[config.mk]
export PLATFORM = sky130hd
export DESIGN_NAME = fcs_clock_select
export DESIGN_NICKNAME = d
export VERILOG_FILES = /design/src/fcs_pow2_div.v /design/src/fcs_clock_select.v
export VERILOG_INCLUDE_DIRS = /design/src
export SDC_FILE = /design/constraint.sdc
export NUM_CORES = 1
export LEC_CHECK = 0
export ABC_AREA = 1
export BUFFER_PORTS_ARGS = -buffer_cell sky130_fd_sc_hd__buf_2
export CAP_MARGIN = 40
export CORE_UTILIZATION = 50
export DETAILED_ROUTE_END_ITERATION = 12
export PLACE_DENSITY = 0.89
export SLEW_MARGIN = 15
export SYNTH_ARGS = -nofsm -noshare
export SYNTH_HDL_FRONTEND = slang
export SYNTH_SLANG_ARGS = --single-unit
[constraint.sdc]
create_clock -name I_REF_CLK -period 1.7 [get_ports I_REF_CLK]
set_clock_uncertainty 0.2 [all_clocks]
set_input_delay 0.255 -clock I_REF_CLK [delete_from_list [all_inputs] [get_ports I_REF_CLK]]
set_output_delay 0.255 -clock I_REF_CLK [all_outputs]
set_load 0.005 [all_outputs]
[src/fcs_regs.vh]
// Register offsets, field positions, reset values and encodings of the clock source selector
`ifndef FCS_REGS_VH
`define FCS_REGS_VH

// ****************************************************************
// Register byte offsets on the bus
// ****************************************************************
`define FCS_ADDR_CTRL_ONE 4'h0
`define FCS_ADDR_CTRL_TWO 4'h4
`define FCS_ADDR_STATUS 4'h8

// ****************************************************************
// Control one fields
// ****************************************************************
`define FCS_SRC_HI 7
`define FCS_SRC_LO 6
`define FCS_REFERENCE_DIVIDER_FIELD_HI 5
`define FCS_REFERENCE_DIVIDER_FIELD_LO 3
`define FCS_REFSEL_BIT 2
`define FCS_IREN_BIT 1
`define FCS_IRSTEN_BIT 0
`define FCS_CTRL_ONE_RESET 8'h04

// ****************************************************************
// Control two fields
// ****************************************************************
`define FCS_BUS_DIVIDER_FIELD_HI 7
`define FCS_BUS_DIVIDER_FIELD_LO 6
`define FCS_RANGE_BIT 5
`define FCS_GAIN_BIT 4
`define FCS_LP_BIT 3
`define FCS_KIND_BIT 2
`define FCS_EREN_BIT 1
`define FCS_ERSTEN_BIT 0
`define FCS_CTRL_TWO_RESET 8'h40

// ****************************************************************
// Status fields
// ****************************************************************
`define FCS_STAT_HI 3
`define FCS_STAT_LO 2

// ****************************************************************
// Source select encodings
// ****************************************************************
`define FCS_SRC_LOOP 2'h0
`define FCS_SRC_INT 2'h1
`define FCS_SRC_EXT 2'h2
`define FCS_SRC_RSVD 2'h3

`endif

[src/fcs_pow2_div.v]
// Power-of-two divider of a one-cycle tick stream
`timescale 1ns/1ns

module fcs_pow2_div (
  // Clock and reset
  input wire i_clk,
  input wire i_rst_b,
  // Control
  input wire i_clr,
  input wire [2:0] i_shift,
  // Ticks
  input wire i_tick,
  output reg o_tick
);

  reg [6:0] cnt_reg;
  wire [6:0] mask;

  assign mask = (7'h7f >> (3'h7 - i_shift));

  // ****************************************************************
  // Counter and output pulse
  // ****************************************************************
  always @(posedge i_clk or negedge i_rst_b) begin
    if (!i_rst_b) begin
      cnt_reg <= 7'h00;
      o_tick <= 1'b0;
    end else if (i_clr) begin
      cnt_reg <= 7'h00;
      o_tick <= 1'b0;
    end else begin
      o_tick <= i_tick && ((cnt_reg & mask) == mask);
      if (i_tick) begin
        cnt_reg <= cnt_reg + 7'h01;
      end
    end
  end

endmodule // fcs_pow2_div

[src/fcs_clock_select.v]
// Clock source selector: loop, internal or external reference, dividers, Wishbone registers
`timescale 1ns/1ns
`include "fcs_regs.vh"

// Behaviour
// - Bus clock runs at half the final divided clock rate.
// - Source select 00 loop, 01 internal, 10 external; 11 acts as 00.
// - Reference divider divides loop reference by 2^code, 1 to 128, resets 000.
// - Reference select 1 feeds loop from internal, 0 from external reference.
// - Internal reference enable drives internal reference output; off keeps it inactive.
// - In stop internal reference runs only with stop enable and enable or internal mode.
// - Reset enters engaged-internal: system clock from loop on internal reference.
// - Engaged-external: system clock from loop on external reference, debug from loop.
// - Bypassed-internal: loop runs on reference per reference select, system clock internal reference.
// - Bypassed-internal-low-power: loop off, system clock internal, no debug clock.
// - Bypassed-external: loop runs on reference per reference select, system clock external reference.
// - Bypassed-external-low-power: loop off, system clock external, no debug clock.
// - Stop: loop off, no system or debug clock, references per stop enables.
// - Debug clock is the loop oscillator divided by two.
// - Selected source passes a bus divider of 1, 2, 4 or 8.
// - Oscillator controls out: gain, range, kind, external enable, external stop enable.
// - External reference up to 5 MHz may control the loop.
// - Bus divider 00 /1, 01 /2, 10 /4, 11 /8; resets to /2.
// - Clock mode status follows source select only after synchronisation.
module fcs_clock_select (
  // Clock and reset
  input wire I_REF_CLK,
  input wire I_RST_B,
  // Wishbone slave
  input wire I_WB_CYC,
  input wire I_WB_STB,
  input wire I_WB_WE,
  input wire [3:0] I_WB_ADR,
  input wire [3:0] I_WB_SEL,
  input wire [31:0] I_WB_DAT,
  output reg [31:0] O_WB_DAT,
  output reg O_WB_ACK,
  // Source ticks and stop request
  input wire I_DCO_TICK,
  input wire I_INT_REF_TICK,
  input wire I_EXT_REF_TICK,
  input wire I_STOP,
  // Clock enables out
  output reg O_FINAL_CLK,
  output reg O_BUS_CLK,
  output reg O_DEBUG_CLK,
  output reg O_INT_REF_OUT,
  output reg O_LOOP_REF_TICK,
  // Loop and reference control
  output reg O_LOOP_ENABLE,
  output reg O_INT_REF_RUN,
  // Low-power oscillator control
  output reg O_OSC_GAIN,
  output reg O_OSC_RANGE,
  output reg O_OSC_KIND,
  output reg O_EXT_REF_EN,
  output reg O_EXT_REF_STOP_EN
);

  // ****************************************************************
  // Registers
  // ****************************************************************
  reg [7:0] ctrl_one_reg;
  reg [7:0] ctrl_two_reg;
  reg [1:0] sel_meta_reg;
  reg [1:0] sel_sync_reg;
  reg [1:0] src_reg;
  reg [1:0] src_next;
  reg stop_int_mode_reg;
  reg stop_ext_mode_reg;
  reg bus_half_reg;
  reg dbg_half_reg;
  reg sel_tick;
  reg loop_ref_raw;

  wire [1:0] src_field;
  wire [2:0] reference_divider_field_field;
  wire [1:0] bus_divider_field_field;
  wire ref_sel;
  wire ir_en;
  wire ir_stop_en;
  wire low_power;
  wire er_en;
  wire er_stop_en;
  wire bypassed;
  wire loop_on;
  wire int_mode;
  wire ext_mode;
  wire int_run;
  wire ext_run;
  wire switch_now;
  wire bus_div_tick;
  wire ref_div_tick;
  wire wb_req;
  wire [7:0] wr_byte;

  assign src_field = ctrl_one_reg[`FCS_SRC_HI:`FCS_SRC_LO];
  assign reference_divider_field_field = ctrl_one_reg[`FCS_REFERENCE_DIVIDER_FIELD_HI:`FCS_REFERENCE_DIVIDER_FIELD_LO];
  assign ref_sel = ctrl_one_reg[`FCS_REFSEL_BIT];
  assign ir_en = ctrl_one_reg[`FCS_IREN_BIT];
  assign ir_stop_en = ctrl_one_reg[`FCS_IRSTEN_BIT];
  assign bus_divider_field_field = ctrl_two_reg[`FCS_BUS_DIVIDER_FIELD_HI:`FCS_BUS_DIVIDER_FIELD_LO];
  assign low_power = ctrl_two_reg[`FCS_LP_BIT];
  assign er_en = ctrl_two_reg[`FCS_EREN_BIT];
  assign er_stop_en = ctrl_two_reg[`FCS_ERSTEN_BIT];

  assign wb_req = I_WB_CYC && I_WB_STB && !O_WB_ACK;
  assign wr_byte = I_WB_DAT[7:0];

  // ****************************************************************
  // Wishbone slave, one wait state, unmapped reads zero
  // ****************************************************************
  always @(posedge I_REF_CLK or negedge I_RST_B) begin
    if (!I_RST_B) begin
      ctrl_one_reg <= `FCS_CTRL_ONE_RESET;
      ctrl_two_reg <= `FCS_CTRL_TWO_RESET;
      O_WB_ACK <= 1'b0;
      O_WB_DAT <= 32'h00000000;
    end else begin
      O_WB_ACK <= wb_req;
      O_WB_DAT <= 32'h00000000;
      if (wb_req) begin
        if (I_WB_ADR == `FCS_ADDR_CTRL_ONE) begin
          O_WB_DAT <= {24'h000000, ctrl_one_reg};
          if (I_WB_WE && I_WB_SEL[0]) begin
            ctrl_one_reg <= wr_byte;
          end
        end else if (I_WB_ADR == `FCS_ADDR_CTRL_TWO) begin
          O_WB_DAT <= {24'h000000, ctrl_two_reg};
          if (I_WB_WE && I_WB_SEL[0]) begin
            ctrl_two_reg <= wr_byte;
          end
        end else if (I_WB_ADR == `FCS_ADDR_STATUS) begin
          O_WB_DAT <= {28'h0000000, src_reg, 2'h0};
        end
      end
    end
  end

  // ****************************************************************
  // Mode decode
  // ****************************************************************
  assign bypassed = (src_reg != `FCS_SRC_LOOP);
  // Loop off in stop and in low-power bypass
  assign loop_on = !I_STOP && !(bypassed && low_power);
  // Internal modes: engaged-internal, bypassed-internal and its low-power form
  assign int_mode = (src_reg == `FCS_SRC_INT) || (!bypassed && ref_sel);
  assign ext_mode = (src_reg == `FCS_SRC_EXT) || (!bypassed && !ref_sel);
  assign int_run = I_STOP ? (ir_stop_en && (ir_en || stop_int_mode_reg))
                          : (ir_en || int_mode || (loop_on && ref_sel));
  assign ext_run = I_STOP ? (er_stop_en && (er_en || stop_ext_mode_reg))
                          : (er_en || ext_mode || (loop_on && !ref_sel));

  // Mode held from before stop decides which reference may keep running
  always @(posedge I_REF_CLK or negedge I_RST_B) begin
    if (!I_RST_B) begin
      stop_int_mode_reg <= 1'b1;
      stop_ext_mode_reg <= 1'b0;
    end else if (!I_STOP) begin
      stop_int_mode_reg <= int_mode;
      stop_ext_mode_reg <= ext_mode;
    end
  end

  // ****************************************************************
  // Source select synchroniser and glitch-free switch
  // ****************************************************************
  // New source is taken only right after a full output period, or while stopped,
  // and the bus divider restarts so the first period of the new source is whole
  assign switch_now = (src_next != src_reg) && (bus_div_tick || I_STOP);

  always @* begin
    src_next = sel_sync_reg;
    if (sel_sync_reg == `FCS_SRC_RSVD) begin
      src_next = `FCS_SRC_LOOP;
    end
  end

  always @(posedge I_REF_CLK or negedge I_RST_B) begin
    if (!I_RST_B) begin
      sel_meta_reg <= `FCS_SRC_LOOP;
      sel_sync_reg <= `FCS_SRC_LOOP;
      src_reg <= `FCS_SRC_LOOP;
    end else begin
      sel_meta_reg <= src_field;
      sel_sync_reg <= sel_meta_reg;
      if (src_next != src_reg && (bus_div_tick || I_STOP)) begin
        src_reg <= src_next;
      end
    end
  end

  // ****************************************************************
  // Source multiplexer
  // ****************************************************************
  always @* begin
    sel_tick = 1'b0;
    if (!I_STOP) begin
      if (src_reg == `FCS_SRC_INT) begin
        sel_tick = I_INT_REF_TICK;
      end else if (src_reg == `FCS_SRC_EXT) begin
        sel_tick = I_EXT_REF_TICK;
      end else begin
        sel_tick = I_DCO_TICK;
      end
    end
  end

  // Loop reference: internal when select is set, external otherwise
  always @* begin
    loop_ref_raw = 1'b0;
    if (loop_on) begin
      if (ref_sel) begin
        loop_ref_raw = I_INT_REF_TICK;
      end else begin
        loop_ref_raw = I_EXT_REF_TICK;
      end
    end
  end

  // ****************************************************************
  // Dividers
  // ****************************************************************
  fcs_pow2_div u_bus_div (
    .i_clk(I_REF_CLK),
    .i_rst_b(I_RST_B),
    .i_clr(switch_now || I_STOP),
    .i_shift({1'b0, bus_divider_field_field}),
    .i_tick(sel_tick),
    .o_tick(bus_div_tick)
  );

  fcs_pow2_div u_ref_div (
    .i_clk(I_REF_CLK),
    .i_rst_b(I_RST_B),
    .i_clr(!loop_on),
    .i_shift(reference_divider_field_field),
    .i_tick(loop_ref_raw),
    .o_tick(ref_div_tick)
  );

  // ****************************************************************
  // Output clock enables and control lines
  // ****************************************************************
  always @(posedge I_REF_CLK or negedge I_RST_B) begin
    if (!I_RST_B) begin
      O_FINAL_CLK <= 1'b0;
      O_BUS_CLK <= 1'b0;
      O_DEBUG_CLK <= 1'b0;
      O_INT_REF_OUT <= 1'b0;
      O_LOOP_REF_TICK <= 1'b0;
      O_LOOP_ENABLE <= 1'b0;
      O_INT_REF_RUN <= 1'b0;
      O_OSC_GAIN <= 1'b0;
      O_OSC_RANGE <= 1'b0;
      O_OSC_KIND <= 1'b0;
      O_EXT_REF_EN <= 1'b0;
      O_EXT_REF_STOP_EN <= 1'b0;
      bus_half_reg <= 1'b0;
      dbg_half_reg <= 1'b0;
    end else begin
      O_FINAL_CLK <= bus_div_tick && !I_STOP;
      O_BUS_CLK <= 1'b0;
      if (I_STOP) begin
        bus_half_reg <= 1'b0;
      end else if (bus_div_tick) begin
        bus_half_reg <= !bus_half_reg;
        O_BUS_CLK <= bus_half_reg;
      end
      O_DEBUG_CLK <= 1'b0;
      if (!loop_on) begin
        dbg_half_reg <= 1'b0;
      end else if (I_DCO_TICK) begin
        dbg_half_reg <= !dbg_half_reg;
        O_DEBUG_CLK <= dbg_half_reg;
      end
      O_INT_REF_OUT <= I_INT_REF_TICK && ir_en && int_run;
      O_LOOP_REF_TICK <= ref_div_tick && loop_on;
      O_LOOP_ENABLE <= loop_on;
      O_INT_REF_RUN <= int_run;
      O_OSC_GAIN <= ctrl_two_reg[`FCS_GAIN_BIT];
      O_OSC_RANGE <= ctrl_two_reg[`FCS_RANGE_BIT];
      O_OSC_KIND <= ctrl_two_reg[`FCS_KIND_BIT];
      O_EXT_REF_EN <= ext_run;
      O_EXT_REF_STOP_EN <= er_stop_en;
    end
  end

endmodule // fcs_clock_select

==> run summary <==
Iter 0 DRT Violations: 198
Power Dens Cells: 973 nW/um^2
Crit path arrival time: 1.64 ns
full die area: 5960 um^2
most frequent cells in the layout: nand2_1 (69), dfrtp_1 (56), inv_1 (41), buf_2 (41), conb_1 (24)
total wire length: 5.49 mm
largest net degree at the start of global routing: 60
Clock Latency Late Sink: 0.34 ns
Initial Util: 51.7%
Setup Slack @ Placement: 0.0994 ns
startpoint types: flip-flop
worst-path fanout max: 8
status: finished, final reports clean
Area Overhead vs Synth: 20.8%
clock sinks: 59
GRT met2 Usage: 29.9%
PortBufs: 42
CTS tree: done
Data required, critical path: 1.77 ns
wire per inst: 12.0 um
H-tree levels: 3
Setup crit end kind: flip-flop
CTS Buffer Depth: 2
post-synthesis mux area share: 0%
final hold slack: 0.0258 ns
synthesized instance count: 314
Tmin final: 1.57 ns
Adder-Cell Fraction of Synth Area: 0.885%
max frequency: 637 MHz
Synth Area in Compound Gates: 12.8%
GR Util met3: 6.19%
filler instances: 456
Seq/Total Area, Yosys: 52.3%
commonest non-fill, non-tap cell in the layout: nand2_1
GRT Util Overall: 20.1%
initial antenna violation count: 0
main combinational cell family by area after synthesis: simple AND/OR/NAND/NOR gates
Final HPWL DP: 3.79 mm
Clk pin slew, worst setup/hold paths: 0.06 ns
gr busiest metal: met2
gr ovfl total: 0
Die Span Y: 77.2 um
critical path class: flip-flop to flip-flop
drt first pass iters: 4
Hold Crit Class: primary input to flip-flop
post-route ant nets: 0
vias per cell: 4.86
ANT cells: 0
R2R Setup Slk: 0.13 ns
Final WS setup: 0.129 ns
Setup TNS: 0 ns
Final Wtd Congestion: 0.841
DRC Markers: 0
Yosys warnings: 0
simple-gate share of the synthesized area: 20.2%
final hold vios: 0
xor/xnor share of the synthesized area: 0%
Ports: 94
Synth cell types: 28
via count: 2231
final setup fails: 0
met1 Resource Use GR: 26.1%
core area: 5470 um^2
flops & latches, synth: 59
CTS Buf Count: 9
total power: 3320 uW
Synth Area per Inst: 9.01 um^2
unrepaired setup endpoints after global routing: no
final net count: 433
P_leak: 0.00178 uW
Root Driver: clkbuf_8
Max-cap violations: 0
layout cells sized above 1: 27.4%
maximum vdd drop: 0.000472 V
period utilization: 92.4%
Pins Over Slew Limit: 0
Die Width: 77.2 um
first-pass GRT wire length: 9.16 mm
Post-Syn Area: 2830 um^2
FP Rows: 27
vias in the first global route: 2045
==> worst max-delay path: stages (launching register included) <==
cell     delay [ns]
dfstp_2        0.59
nand2_1        0.09
o21ai_2        0.18
nand2_2        0.14
o21ai_1        0.15
nand2_1        0.06
nor2_1         0.09
==> synthesized netlist by cell type <==
library cell	number	share of area [%]
nand2_1	71	9.4
dfstp_2	3	2.8
inv_1	41	5.4
ha_1	2	0.88
nor3_1	4	0.71
nand4_1	2	0.44
a211oi_1	1	0.27
nand3_1	16	2.8
o21ai_0	19	3.4
nand3b_1	1	0.27
nand2_4	2	0.80
inv_2	3	0.40
o21ai_1	1	0.18
a22o_2	1	0.35
nor2_1	15	2.0
buf_6	3	1.2
o22ai_1	2	0.44
buf_4	24	6.4
dfrtp_1	56	50
a31oi_1	1	0.22
buf_2	1	0.18
or2_1	1	0.22
o21ai_2	18	5.6
a21oi_2	1	0.31
nand2_2	7	1.5
conb_1	1	0.13
a21oi_1	12	2.1
nor2_4	5	2.0
==> stage by stage <==
stage / util (%) / instance area [um^2] / cells
after floorplan: - / 2910 / 337
after global placement: 55.4 / 3030 / 426
after detailed placement: 55.4 / 3030 / 426
after CTS: 60.9 / 3330 / 455
after global routing: 62.4 / 3410 / 459
final: 62.4 / 3410 / 459
==> path summary, 6_finish.rpt <==
| kind | from | end | cells past startpoint |
|---|---|---|---|
| max | ctrl_one_reg[2] | u_ref_div.cnt_reg[4] | 6 |
| min | I_STOP | stop_int_mode_reg | 2 |
| max reg2reg | ctrl_one_reg[2] | u_ref_div.cnt_reg[4] | 6 |
| min reg2reg | sel_meta_reg[1] | sel_sync_reg[1] | 0 |
| max in group asynchronous | I_RST_B | ctrl_two_reg[6] | 3 |
| min in group asynchronous | I_RST_B | O_LOOP_REF_TICK | 3 |
==> what timing repair did <==
item / CTS / global route
resized for setup: 0 / 11
endpoints found under the setup margin: 0 / 20
buffers inserted: 0 / 4
endpoints found under the hold margin: 77 / 0
hold buffers: 13 / 0
==> power by group <==
group | internal (uW) | switching (uW)
registers | 1540 | 91.5
logic | 219 | 364
clock network | 605 | 506
==> per-layer routing <==
layer / part of all wire [%] / wire length [um]
met3: 6.9 / 379
met1: 44 / 2400
met2: 47 / 2570
met5: 0 / 0
met4: 2.5 / 136
==> area by class of cell <==
type	instances	area (um^2)	share of cell area (%)
flip-flops and latches	59	1480	43.3
well taps	72	90.1	2.64
clock buffers	14	163	4.76
inverters	44	165	4.84
repair buffers	61	410	12.0
multi-input cells	207	1100	32.1
clock inverters	2	10.0	0.293
==> cell families (layout without fill, tap and decap cells) <==
| logic type | count (synthesis) | count (layout) |
|---|---|---|
| compound gates | 56 | 56 |
| fa+ha+maj | 2 | 2 |
| buf+inv | 72 | 121 |
| flops | 59 | 59 |
| other cells | 1 | 24 |
| simple gates | 124 | 125 |
No activity file was read; power rests on OpenSTA's default activity.
